$ cat config.mk
export PLATFORM = sky130hd
export DESIGN_NAME = pmc_ctrl
export DESIGN_NICKNAME = d
export VERILOG_FILES = /design/src/pmc_pkg.sv /design/src/pmc_ctrl.sv /design/src/pmc_wake_timer.sv
export VERILOG_INCLUDE_DIRS = /design/src
export SDC_FILE = /design/constraint.sdc
export NUM_CORES = 1
export LEC_CHECK = 0
export ABC_CLOCK_PERIOD_IN_PS = 29800
export CAP_MARGIN = 20
export CELL_PAD_IN_SITES_DETAIL_PLACEMENT = 1
export CELL_PAD_IN_SITES_GLOBAL_PLACEMENT = 1
export CORE_AREA = 2 2 180 182
export CTS_CLUSTER_DIAMETER = 50
export DETAILED_ROUTE_END_ITERATION = 8
export DIE_AREA = 0 0 182 184
export DONT_BUFFER_PORTS = 1
export PLACE_DENSITY_LB_ADDON = 0.05
export SYNTH_ARGS = -nofsm -noshare
export SYNTH_HDL_FRONTEND = slang
export SYNTH_HIERARCHICAL = 1
export SYNTH_SLANG_ARGS = --single-unit
export TNS_END_PERCENT = 100
$ cat constraint.sdc
create_clock -name clk_i -period 29.8 [get_ports clk_i]
set_input_delay 1.49 -clock clk_i [delete_from_list [all_inputs] [get_ports clk_i]]
set_output_delay 1.49 -clock clk_i [all_outputs]
set_load 0.005 [all_outputs]
$ cat src/pmc_consts.svh
// Constants for the power mode and clock source controller
`ifndef PMC_CONSTS_SVH
`define PMC_CONSTS_SVH

// ============================================================
// Register byte addresses
`define PMC_ADR_PWR_CTRL    32'hFFFF0400
`define PMC_ADR_PWR_KEY     32'hFFFF040C
`define PMC_ADR_CLK_KEY1    32'hFFFF0410
`define PMC_ADR_CLK_SEL     32'hFFFF0414
`define PMC_ADR_CLK_KEY2    32'hFFFF0418
`define PMC_ADR_STATUS      32'hFFFF0420

// ============================================================
// Unlock key values
`define PMC_KEY_PWR         8'hF4
`define PMC_KEY_CLK1        8'hAA
`define PMC_KEY_CLK2        8'h55

// ============================================================
// Power mode control layout and reset value
`define PMC_PWR_RST         7'h7B
`define PMC_CD_LSB          0
`define PMC_CD_MSB          2
`define PMC_MODE_LSB        3
`define PMC_MODE_MSB        6
`define PMC_BIT_CORE        3
`define PMC_BIT_PERIPH      4
`define PMC_BIT_PLL         5
`define PMC_BIT_XTAL        6
`define PMC_MODE_ACTIVE     4'hF
`define PMC_MODE_PAUSE      4'hE
`define PMC_MODE_NAP        4'hC
`define PMC_MODE_SLEEP      4'h8
`define PMC_MODE_STOP       4'h0
`define PMC_CD_MAX          3'h7

// ============================================================
// Clock source select layout and reset value
`define PMC_CLK_RST         3'h0
`define PMC_BIT_EXTERNAL_CLOCK_SELECT      2
`define PMC_OSCILLATOR_SELECT_XTAL       2'h2

// ============================================================
// Wake-up start-up times (ns, as printed) and clock rate
`define PMC_CLK_MHZ         40
`define PMC_T_SHORT_CD0_NS  4800
`define PMC_T_SHORT_CD7_NS  660000
`define PMC_T_LONG_CD0_NS   66000
`define PMC_T_LONG_CD7_NS   900000
`define PMC_NS_TO_CYC(t)    (((t) * `PMC_CLK_MHZ) / 1000)
`define PMC_CNT_W           16

`endif

$ cat src/pmc_pkg.sv
// Types shared by the power mode and clock source controller
package pmc_pkg;

  // Controller state, one-hot
  typedef enum logic [2:0] {
    PMC_ST_RUN  = 3'b001,
    PMC_ST_DOWN = 3'b010,
    PMC_ST_WAKE = 3'b100
  } pmc_state_t;

  // Reference chosen for the PLL
  typedef enum logic [1:0] {
    PMC_SRC_INT_OSC = 2'h0,
    PMC_SRC_XTAL    = 2'h1,
    PMC_SRC_EXT_PIN = 2'h2
  } pmc_src_t;

endpackage

$ cat src/pmc_ctrl.sv
// Power mode and clock source controller with a classic Wishbone slave
//
// The Wishbone interface to the registers was decided locally.
`timescale 1ns/10ps
`include "pmc_consts.svh"

module pmc_ctrl
  import pmc_pkg::*;
#(
  parameter int SHORT_CD7_CYC = `PMC_NS_TO_CYC(`PMC_T_SHORT_CD7_NS),
  parameter int LONG_CD0_CYC  = `PMC_NS_TO_CYC(`PMC_T_LONG_CD0_NS),
  parameter int LONG_CD7_CYC  = `PMC_NS_TO_CYC(`PMC_T_LONG_CD7_NS)
)
(
  // Clock and reset
  input  wire logic        clk_i,
  input  wire logic        rst_i,
  // Wishbone slave
  input  wire logic        cyc_i,
  input  wire logic        stb_i,
  input  wire logic        we_i,
  input  wire logic [31:0] adr_i,
  input  wire logic [3:0]  sel_i,
  input  wire logic [31:0] dat_i,
  output logic      [31:0] dat_o,
  output logic             ack_o,
  // Wake sources
  input  wire logic [3:0]  ext_irq_i,
  input  wire logic        wakeup_timer_i,
  // Domain enables
  output logic             core_en_o,
  output logic             periph_en_o,
  output logic             pll_en_o,
  output logic             xtal_timer_en_o,
  output logic             irq_en_o,
  // Clock source
  output logic [1:0]       pll_src_o,
  output logic             ext_clk_en_o,
  output logic [2:0]       core_clk_div_o
);

  localparam int SHORT_CD0_CYC = `PMC_NS_TO_CYC(`PMC_T_SHORT_CD0_NS);

  // ============================================================
  // Helpers

  // Legal mode codes only
  function automatic logic mode_legal(input logic [3:0] m);
    return (m == `PMC_MODE_ACTIVE) || (m == `PMC_MODE_PAUSE) || (m == `PMC_MODE_NAP) ||
           (m == `PMC_MODE_SLEEP) || (m == `PMC_MODE_STOP);
  endfunction

  // Start-up time, linear between the divider 0 and divider 7 figures
  function automatic logic [`PMC_CNT_W-1:0] wake_cyc(input logic [2:0] cd,
                                                     input int c0,
                                                     input int c7);
    int t;
    t = c0 + ((c7 - c0) * int'(cd)) / int'(`PMC_CD_MAX);
    return `PMC_CNT_W'(t);
  endfunction

  // ============================================================
  // Bus decode
  logic       req;
  logic       wr;
  logic       wr_pwr_ctrl;
  logic       wr_pwr_key;
  logic       wr_clk_key1;
  logic       wr_clk_sel;
  logic       wr_clk_key2;
  logic       ack_q;
  logic [7:0] wbyte;

  assign req         = cyc_i && stb_i && !ack_q;
  assign wr          = req && we_i && sel_i[0];
  assign wbyte       = dat_i[7:0];
  assign wr_pwr_ctrl = wr && (adr_i == `PMC_ADR_PWR_CTRL);
  assign wr_pwr_key  = wr && (adr_i == `PMC_ADR_PWR_KEY);
  assign wr_clk_key1 = wr && (adr_i == `PMC_ADR_CLK_KEY1);
  assign wr_clk_sel  = wr && (adr_i == `PMC_ADR_CLK_SEL);
  assign wr_clk_key2 = wr && (adr_i == `PMC_ADR_CLK_KEY2);

  // One wait state; ack drops the cycle after it was given
  always_ff @(posedge clk_i)
  begin
    if (rst_i)
      ack_q <= 1'b0;
    else
      ack_q <= req;
  end
  assign ack_o = ack_q;

  // ============================================================
  // Unlock sequencing: every write with sel_i[0] set counts, reads do not disturb
  logic       pwr_armed_q;
  logic       clk_armed_q;
  logic       clk_pend_q;
  logic [2:0] clk_pend_val_q;

  // Power key arms exactly the next write
  always_ff @(posedge clk_i)
  begin
    if (rst_i)
      pwr_armed_q <= 1'b0;
    else if (wr)
      pwr_armed_q <= wr_pwr_key && (wbyte == `PMC_KEY_PWR);
  end

  // First key arms, select is held pending, second key commits it
  always_ff @(posedge clk_i)
  begin
    if (rst_i)
    begin
      clk_armed_q    <= 1'b0;
      clk_pend_q     <= 1'b0;
      clk_pend_val_q <= `PMC_CLK_RST;
    end
    else if (wr)
    begin
      clk_armed_q <= wr_clk_key1 && (wbyte == `PMC_KEY_CLK1);
      clk_pend_q  <= wr_clk_sel && clk_armed_q;
      if (wr_clk_sel)
        clk_pend_val_q <= wbyte[2:0];
    end
  end

  // ============================================================
  // Clock source select register
  logic [2:0] clk_sel_q;

  // Committed only by the matching second key right after the select
  always_ff @(posedge clk_i)
  begin
    if (rst_i)
      clk_sel_q <= `PMC_CLK_RST;
    else if (wr_clk_key2 && clk_pend_q && wbyte == `PMC_KEY_CLK2)
      clk_sel_q <= clk_pend_val_q;
  end

  // Reference choice; the pin input is shut when not selected
  always_comb
  begin
    if (clk_sel_q[`PMC_BIT_EXTERNAL_CLOCK_SELECT])
      pll_src_o = PMC_SRC_EXT_PIN;
    else if (clk_sel_q[1:0] == `PMC_OSCILLATOR_SELECT_XTAL)
      pll_src_o = PMC_SRC_XTAL;
    else
      pll_src_o = PMC_SRC_INT_OSC;
  end
  assign ext_clk_en_o = clk_sel_q[`PMC_BIT_EXTERNAL_CLOCK_SELECT];

  // ============================================================
  // Wake sources: the ext_irq_i pins cross into this clock through two flops; wakeup_timer_i is used as it comes
  logic [3:0] irq_s1_q;
  logic [3:0] irq_s2_q;

  always_ff @(posedge clk_i)
  begin
    if (rst_i)
    begin
      irq_s1_q <= 4'h0;
      irq_s2_q <= 4'h0;
    end
    else
    begin
      irq_s1_q <= ext_irq_i;
      irq_s2_q <= irq_s1_q;
    end
  end

  // ============================================================
  // Power mode control register and state
  logic [6:0]  pwr_q;
  pmc_state_t  state_q;
  logic        wake_ev;
  logic        tmr_busy;
  logic        tmr_done;
  logic        tmr_start;
  logic [`PMC_CNT_W-1:0] tmr_load;
  logic [3:0]  mode;

  assign mode    = pwr_q[`PMC_MODE_MSB:`PMC_MODE_LSB];
  // Timer wake only counts while the timers themselves run
  assign wake_ev = (state_q == PMC_ST_DOWN) &&
                   ((|irq_s2_q) || (wakeup_timer_i && pwr_q[`PMC_BIT_XTAL]));

  // Short figure when the PLL stayed up (pause, nap), else the long one
  always_comb
  begin
    if (pwr_q[`PMC_BIT_PLL])
      tmr_load = wake_cyc(pwr_q[`PMC_CD_MSB:`PMC_CD_LSB], SHORT_CD0_CYC, SHORT_CD7_CYC);
    else
      tmr_load = wake_cyc(pwr_q[`PMC_CD_MSB:`PMC_CD_LSB], LONG_CD0_CYC, LONG_CD7_CYC);
  end
  assign tmr_start = wake_ev;

  // Wake beats a software write in the same cycle
  always_ff @(posedge clk_i)
  begin
    if (rst_i)
      pwr_q <= `PMC_PWR_RST;
    else if (wake_ev)
      pwr_q[`PMC_MODE_MSB:`PMC_MODE_LSB] <= `PMC_MODE_ACTIVE;
    else if (wr_pwr_ctrl && pwr_armed_q && mode_legal(wbyte[6:3]))
      pwr_q <= wbyte[6:0];
  end

  // Run, held down, or counting out the start-up time
  always_ff @(posedge clk_i)
  begin
    if (rst_i)
      state_q <= PMC_ST_RUN;
    else
    begin
      unique case (state_q)
        PMC_ST_RUN:
          if (mode != `PMC_MODE_ACTIVE)
            state_q <= PMC_ST_DOWN;
        PMC_ST_DOWN:
          if (wake_ev)
            state_q <= PMC_ST_WAKE;
        PMC_ST_WAKE:
          if (tmr_done)
            state_q <= PMC_ST_RUN;
        default:
          state_q <= PMC_ST_RUN;
      endcase
    end
  end

  pmc_wake_timer u_wake_timer
  (
    .clk_i   (clk_i),
    .rst_i   (rst_i),
    .start_i (tmr_start),
    .load_i  (tmr_load),
    .busy_o  (tmr_busy),
    .done_o  (tmr_done)
  );

  // Domain gating; the core waits out the start-up time
  assign core_en_o       = pwr_q[`PMC_BIT_CORE] && (state_q == PMC_ST_RUN);
  assign periph_en_o     = pwr_q[`PMC_BIT_PERIPH];
  assign pll_en_o        = pwr_q[`PMC_BIT_PLL];
  assign xtal_timer_en_o = pwr_q[`PMC_BIT_XTAL];
  assign irq_en_o        = 1'b1;
  assign core_clk_div_o  = pwr_q[`PMC_CD_MSB:`PMC_CD_LSB];

  // ============================================================
  // Read data, registered; key registers and unmapped read zero
  always_ff @(posedge clk_i)
  begin
    if (rst_i)
      dat_o <= 32'h0;
    else if (req && !we_i)
    begin
      unique case (adr_i)
        `PMC_ADR_PWR_CTRL: dat_o <= {25'h0, pwr_q};
        `PMC_ADR_CLK_SEL:  dat_o <= {29'h0, clk_sel_q};
        `PMC_ADR_STATUS:   dat_o <= {24'h0, clk_pend_q, clk_armed_q, pwr_armed_q,
                                     tmr_busy, 1'b0, state_q};
        default:           dat_o <= 32'h0;
      endcase
    end
  end

endmodule

$ cat src/pmc_wake_timer.sv
// Start-up delay counter used while the core comes back from a low-power mode
`timescale 1ns/10ps
`include "pmc_consts.svh"

module pmc_wake_timer
(
  // Clock and reset
  input  wire logic                  clk_i,
  input  wire logic                  rst_i,
  // Control
  input  wire logic                  start_i,
  input  wire logic [`PMC_CNT_W-1:0] load_i,
  // Status
  output logic                       busy_o,
  output logic                       done_o
);

  logic [`PMC_CNT_W-1:0] cnt_q;
  logic                  busy_q;
  logic                  done_q;

  // Count down the loaded start-up time; a restart reloads it
  always_ff @(posedge clk_i)
  begin
    if (rst_i)
    begin
      cnt_q  <= '0;
      busy_q <= 1'b0;
      done_q <= 1'b0;
    end
    else if (start_i)
    begin
      cnt_q  <= load_i;
      busy_q <= 1'b1;
      done_q <= 1'b0;
    end
    else if (busy_q && cnt_q <= `PMC_CNT_W'(1))
    begin
      busy_q <= 1'b0;
      done_q <= 1'b1;
    end
    else
    begin
      cnt_q  <= busy_q ? cnt_q - `PMC_CNT_W'(1) : cnt_q;
      done_q <= 1'b0;
    end
  end

  assign busy_o = busy_q;
  assign done_o = done_q;

endmodule

### After elaboration in Yosys (flattened, before gate mapping)

Cells that the tools add are included.

| storage, ports and cells | value |
|---|---|
| output and inout bits | 44 |
| register bits after elaboration | 78 |
| input port bits | 78 |

| cells by class | value |
|---|---|
| multiplexer cells | 14 |
| bitwise operators | 1 |
| multiply operators | 2 |
| $lt $le $gt $ge | 1 |
| add/sub/neg operators | 3 |
| eq/ne operators | 22 |
| reductions and logical operators | 37 |
| divide/modulo/power cells | 2 |

Operator list:

| operator | count |
|---|---|
| 32-bit == test (second input constant) | 6 |
| 32-bit by 4-bit divider with 32-bit output (second input constant) | 2 |
| 16-bit 2-to-1 mux | 4 |
| 8-bit case mux with 3 select lines | 1 |
| 1-bit logical AND | 21 |
| 13-bit by 16-bit adder with 16-bit output (first input constant) | 1 |
| 9-bit by 16-bit adder with 16-bit output (first input constant) | 1 |
| 4-bit == test (second input constant) | 4 |
| 8-bit == test (second input constant) | 2 |
| 16-bit by 1-bit <= comparator with 1-bit output (second input constant) | 1 |
| 16-bit by 1-bit subtractor with 16-bit output (second input constant) | 1 |
| 12-bit by 3-bit multiplier with 15-bit output (first input constant) | 1 |
| 10-bit by 3-bit multiplier with 13-bit output (first input constant) | 1 |
| 3-bit 2-to-1 mux | 3 |
| 3-bit case mux with 3 select lines | 1 |
| 8-bit by 7-bit == test with 1-bit output (second input constant) | 1 |
| 2-bit inequality test (second input constant) | 3 |
| 2-bit AND reduction | 3 |
| 1-bit logical OR | 5 |
| 4-bit logical NOT | 1 |
| 1-bit 2-to-1 mux | 4 |
| 4-bit inequality test (second input constant) | 1 |
| 2-bit nonzero test | 2 |
| 4-bit OR reduction | 1 |
| 10 further kinds | 11 |

### Depth between registers and ports, before layout

| depth | value |
|---|---|
| depth after elaboration | 8 |
| gate-level depth with buffers | 50 |

### Modules after synthesis

Netlist, hierarchy kept.

Modules (own cells, without submodules):

| module | cells each | times used | area each (um^2) |
|---|---|---|---|
| pmc_ctrl | 1465 | 1 | 9839.4 |
| pmc_wake_timer | 115 | 1 | 1032.2 |

### Worst setup path before layout

No wires, ideal clock.

| timing | value |
|---|---|
| path type | reg-to-reg |
| from | reg pwr_q[1] |
| to | reg u_wake_timer.cnt_q[0] |
| arrival | 10720 ps |
| setup slack | 18945 ps |
| clock period less this slack | 10855 ps |
| buffers on the path | 4 |
| cell stages (with the launch flop) | 47 |
| setup time | 136 ps |
| cells stage by stage | dfxtp_1 -> clkbuf_1 -> clkinv_1 -> ha_1 -> nor4b_2 -> and3_1 -> a21bo_2 -> and4_1 -> buf_6 -> a2111o_1 -> a41o_1 -> o221a_4 -> or4_4 -> buf_6 -> mux2i_1 -> nor3_2 -> a211oi_2 -> or4_1 -> (+11 left out) -> inv_1 -> a21oi_1 -> ha_1 -> o31ai_1 -> and4bb_1 -> or3b_1 -> o21ai_0 -> nor2_1 -> nand3_1 -> nand2_1 -> ha_1 -> nand2_1 -> nor2_1 -> a21oi_1 -> a2111oi_0 -> a211oi_1 -> nor2_1 -> a211oi_2 |

| on the way | value |
|---|---|
| longest elaborated chain between the ends | 5 |

RTL lines:

| item | RTL line | source |
|---|---|---|
| start, declared | pmc_ctrl.sv:173 | `logic [6:0] pwr_q;` |
| start signal, assigned | pmc_ctrl.sv:201 | `` pwr_q <= `PMC_PWR_RST; `` |
| start signal, assigned by index | pmc_ctrl.sv:203 | `` pwr_q[`PMC_MODE_MSB:`PMC_MODE_LSB] <= `PMC_MODE_ACTIVE; `` |
| start signal, assigned | pmc_ctrl.sv:205 | `pwr_q <= wbyte[6:0];` |
| 12-bit by 3-bit multiplier with 15-bit output or 10-bit by 3-bit multiplier with 13-bit output (tied branches) | pmc_ctrl.sv:58 | `` t = c0 + ((c7 - c0) * int'(cd)) / int'(`PMC_CD_MAX); `` |
| 32-bit by 4-bit divider with 32-bit output | pmc_ctrl.sv:58 |  |
| 13-bit by 16-bit adder with 16-bit output or 9-bit by 16-bit adder with 16-bit output (tied branches) | pmc_ctrl.sv:58 |  |
| 16-bit 2-to-1 mux (*) | pmc_ctrl.sv:190 | `` if (pwr_q[`PMC_BIT_PLL]) `` |
| via tmr_load[0] | pmc_ctrl.sv:179 | `` logic [`PMC_CNT_W-1:0] tmr_load; `` |
| 16-bit 2-to-1 mux (*) | pmc_wake_timer.sv:31 | `else if (start_i)` |
| end signal, assigned | pmc_wake_timer.sv:33 | `cnt_q <= load_i;` |
| end signal, assigned | pmc_wake_timer.sv:44 | `` cnt_q <= busy_q ? cnt_q - `PMC_CNT_W'(1) : cnt_q; `` |
| end, declared | pmc_wake_timer.sv:18 | `` logic [`PMC_CNT_W-1:0] cnt_q; `` |

Mark *: on every way through the listed nets, which the timed path passes. The rest lies on a longest branch.
A chain may end at the register's enable or synchronous reset.

### Worst setup path in the final report

| timing | value |
|---|---|
| from | reg pwr_q[0] |
| to | reg u_wake_timer.cnt_q[0] |

Same word-level chain as after synthesis.

==> qor.yml <==
synth:
  synth_top_area_frac: 0.0994
  synth-edff-count: 0
  yosys.area.top_type: "dfxtp_1"
  ys_top_cells_by_area: "dfxtp_1 (9.9%), nor2_1 (5.8%), nand2_1 (5.3%)"
  synth_top_cells_by_count: "nor2_1 (168), nand2_1 (154), a21oi_1 (102)"
  synthArstFlopShare: 0
  synth-warning-count: 6
  ys_ff_latch: 54
  yosysMostFrequentCell: "nor2_1"
  synthCells: 1580
  syn_area_sq_um: 10900
  ys_types: 119
  postSynthAreaPerCell_sq_um: 6.88
  yosysSeqAreaShare: 0.0994
  synth-main-ff-cell: "dfxtp_1"
sta:
  hold_viol_final: 0
  drv_slew: 0
  timing.final.crit_share: 0.499
  rsz0062_at_grt: "no"
  setup_tns_ps: 0
  tightest_slew_ps: 1020
  period_minus_slack_ps: 14880
  clock.fmax_mhz: 67.2
  clock_skew_ps: 6.44
  timing.slew.headroom: 0.314
  setup_viol: 0
worst_setup_path:
  start_kind: "flip-flop"
  cp_slowest_cell: "nor4_2"
  required_ps: 29960
  cp_common_cell: "ha_1"
  worst-path-max-fanout: 22
  path_class: "flip-flop to flip-flop"
  cp_slowest_stage_delay_ps: 900
  cp-end-kind: "flip-flop"
  crit_arrival_ps: 15040
clocking:
  insertion_delay_ps: 290
  numCtsBuffers: 5
  clockRootBuffer: "clkbuf_16"
  htreeDepth: 2
  cts_resized: 0
  post_cts_buffers: 0
  holdBufCountCts: 0
  clkSinkCount: 54
  clock_path_buffers: 2
  cts_tree: "yes"
  clkTransAtPathRegs_ps: 70
die:
  die-area_sq_um: 33500
  chipWidth_microns: 182
  die_y_microns: 184
  coreArea_sq_um: 31400
  fp-row-count: 65
  ioPinCount: 122
  initial_core_util: 0.346
final_layout:
  n_fill_cell: 3988
  synthToLayoutAreaGrowth_pct: 2.99
  n_antenna_cell: 0
  layout-drive-gt1-share: 0.0696
  nNetsFinal: 1631
power:
  leakagePower_nw: 4.13
  p_per_area_nw_per_um2: 12.8
  p_total_uw: 144
  ir_drop_mv: 0.0251
grt:
  grt_pass1_vias: 11800
  antenna_found_initial: 0
  grt_use_total: 0.238
  grt_max_degree: 50
  grt_overflow_total: 0
  grt_pass1_wl_mm: 65.5
routing:
  drc: 0
  firstDrtPassIters: 5
  viasPerCell: 6.28
  drt_iter0_drc: 675
  dr_total_vias: 12100
  routedWlPerCell_microns: 21.1
  ant_nets: 0
  routed_wl_mm: 40.6
outcome:
  outcome: "complete, no violations"
placed_design:
  gp_congestion: 0.869
  hpwl_mm: 32.1
  port_buffers: 0
worst_hold_path:
  hold_class: "flip-flop to flip-flop"
flow_run:
  cap_viol_max_count: 0
-- cell usage in the layout, fill, tap and decap left out, types with 29 or more instances in the layout --
| cell | count |
|---|---|
| ha_1 | 29 |
| nor3_1 | 65 |
| o211ai_1 | 32 |
| nor2_1 | 168 |
| inv_1 | 39 |
| dfxtp_1 | 53 |
| xnor2_1 | 63 |
| nand3_1 | 54 |
| o21ai_0 | 91 |
| a21oi_1 | 102 |
| a211oi_1 | 41 |
| mux2i_1 | 42 |
| nand2_1 | 154 |
-- flip-flops by register name, indices dropped and copies added (netlist names) --
| signal | cells |
|---|---|
| ack_o | 1 |
| clk_armed_q | 1 |
| clk_pend_q | 1 |
| clk_pend_val_q | 3 |
| clk_sel_q | 3 |
| dat_o | 8 |
| irq_s1_q | 4 |
| irq_s2_q | 4 |
| pwr_armed_q | 1 |
| pwr_q | 7 |
| state_q | 3 |
| u_wake_timer/busy_o | 1 |
| u_wake_timer/cnt_q | 16 |
| u_wake_timer/done_o | 1 |
-- through the flow --
stage               setup WS (ps)  hold slack [ps]  instance area [sq um]  utilization  cells
global route                13790              460                  11200        0.357   1926
detailed placement          14900              427                  11100        0.352   1918
global placement            14980              433                  11100        0.352   1918
CTS                         14870              444                  11200        0.357   1925
finish                      14920              438                  11200        0.357   1926
floorplan                   18940              414                  11000            -   1603
-- worst paths after layout --
check             slack (ps)                            endpoint  depth (start not counted)                   start
setup / recovery       14920  u_wake_timer/cnt_q[0]$_SDFFE_PP0P_                         40   pwr_q[0]$_SDFFE_PP1P_
hold / removal           440              irq_s2_q[1]$_SDFF_PP0_                          1  irq_s1_q[1]$_SDFF_PP0_
setup reg to reg       14920  u_wake_timer/cnt_q[0]$_SDFFE_PP0P_                         40   pwr_q[0]$_SDFFE_PP1P_
hold reg to reg          440              irq_s2_q[1]$_SDFF_PP0_                          1  irq_s1_q[1]$_SDFF_PP0_
-- metal layers --
layer / up-vias / share of wire / track usage
li1: 5876 / - / -
met4: 0 / 0.018 / 0.0477
met3: 36 / 0.021 / 0.0109
met5: - / 0 / 0
met1: 5997 / 0.49 / 0.328
met2: 179 / 0.47 / 0.414
-- worst max-delay path: cells and delay by family, from the launching register on --
family	cells	cell delay (ps)
compound gates	11	3380
buf+inv	4	830
mux	4	1930
flops	1	680
fa+ha+maj	4	1180
simple gates	17	6700
-- area by class of cell --
| class | count | area (sq um) | share of cell area |
|---|---|---|---|
| clock buffers | 5 | 125 | 0.0112 |
| clock inverters | 2 | 13.8 | 0.00123 |
| inverters | 44 | 168 | 0.0150 |
| multi-input cells | 1401 | 9170 | 0.819 |
| flip-flops and latches | 54 | 1080 | 0.0967 |
| well taps | 402 | 503 | 0.0449 |
| repair buffers | 18 | 133 | 0.0118 |
-- report_power, final --
group / internal (mW) / total (mW) / switching, mW
sequential: 0.0736 / 0.0752 / 0.00152
combinational: 0.00420 / 0.0110 / 0.00682
clock: 0.0309 / 0.0574 / 0.0265
-- kinds of logic (layout without fill, tap and decap cells) --
family / after synthesis / after routing / share of synthesized area
AO/OA/AOI/OAI: 526 / 526 / 0.350
XOR/XNOR: 85 / 85 / 0.0697
adder cells (fa/ha/maj): 30 / 30 / 0.0343
buffers and inverters: 148 / 69 / 0.0648
flip-flops: 54 / 54 / 0.0994
multiplexers: 57 / 57 / 0.0558
other: 2 / 25 / 0.000691
AND/OR/NAND/NOR: 678 / 678 / 0.326
(Power assumes the default switching activity.)
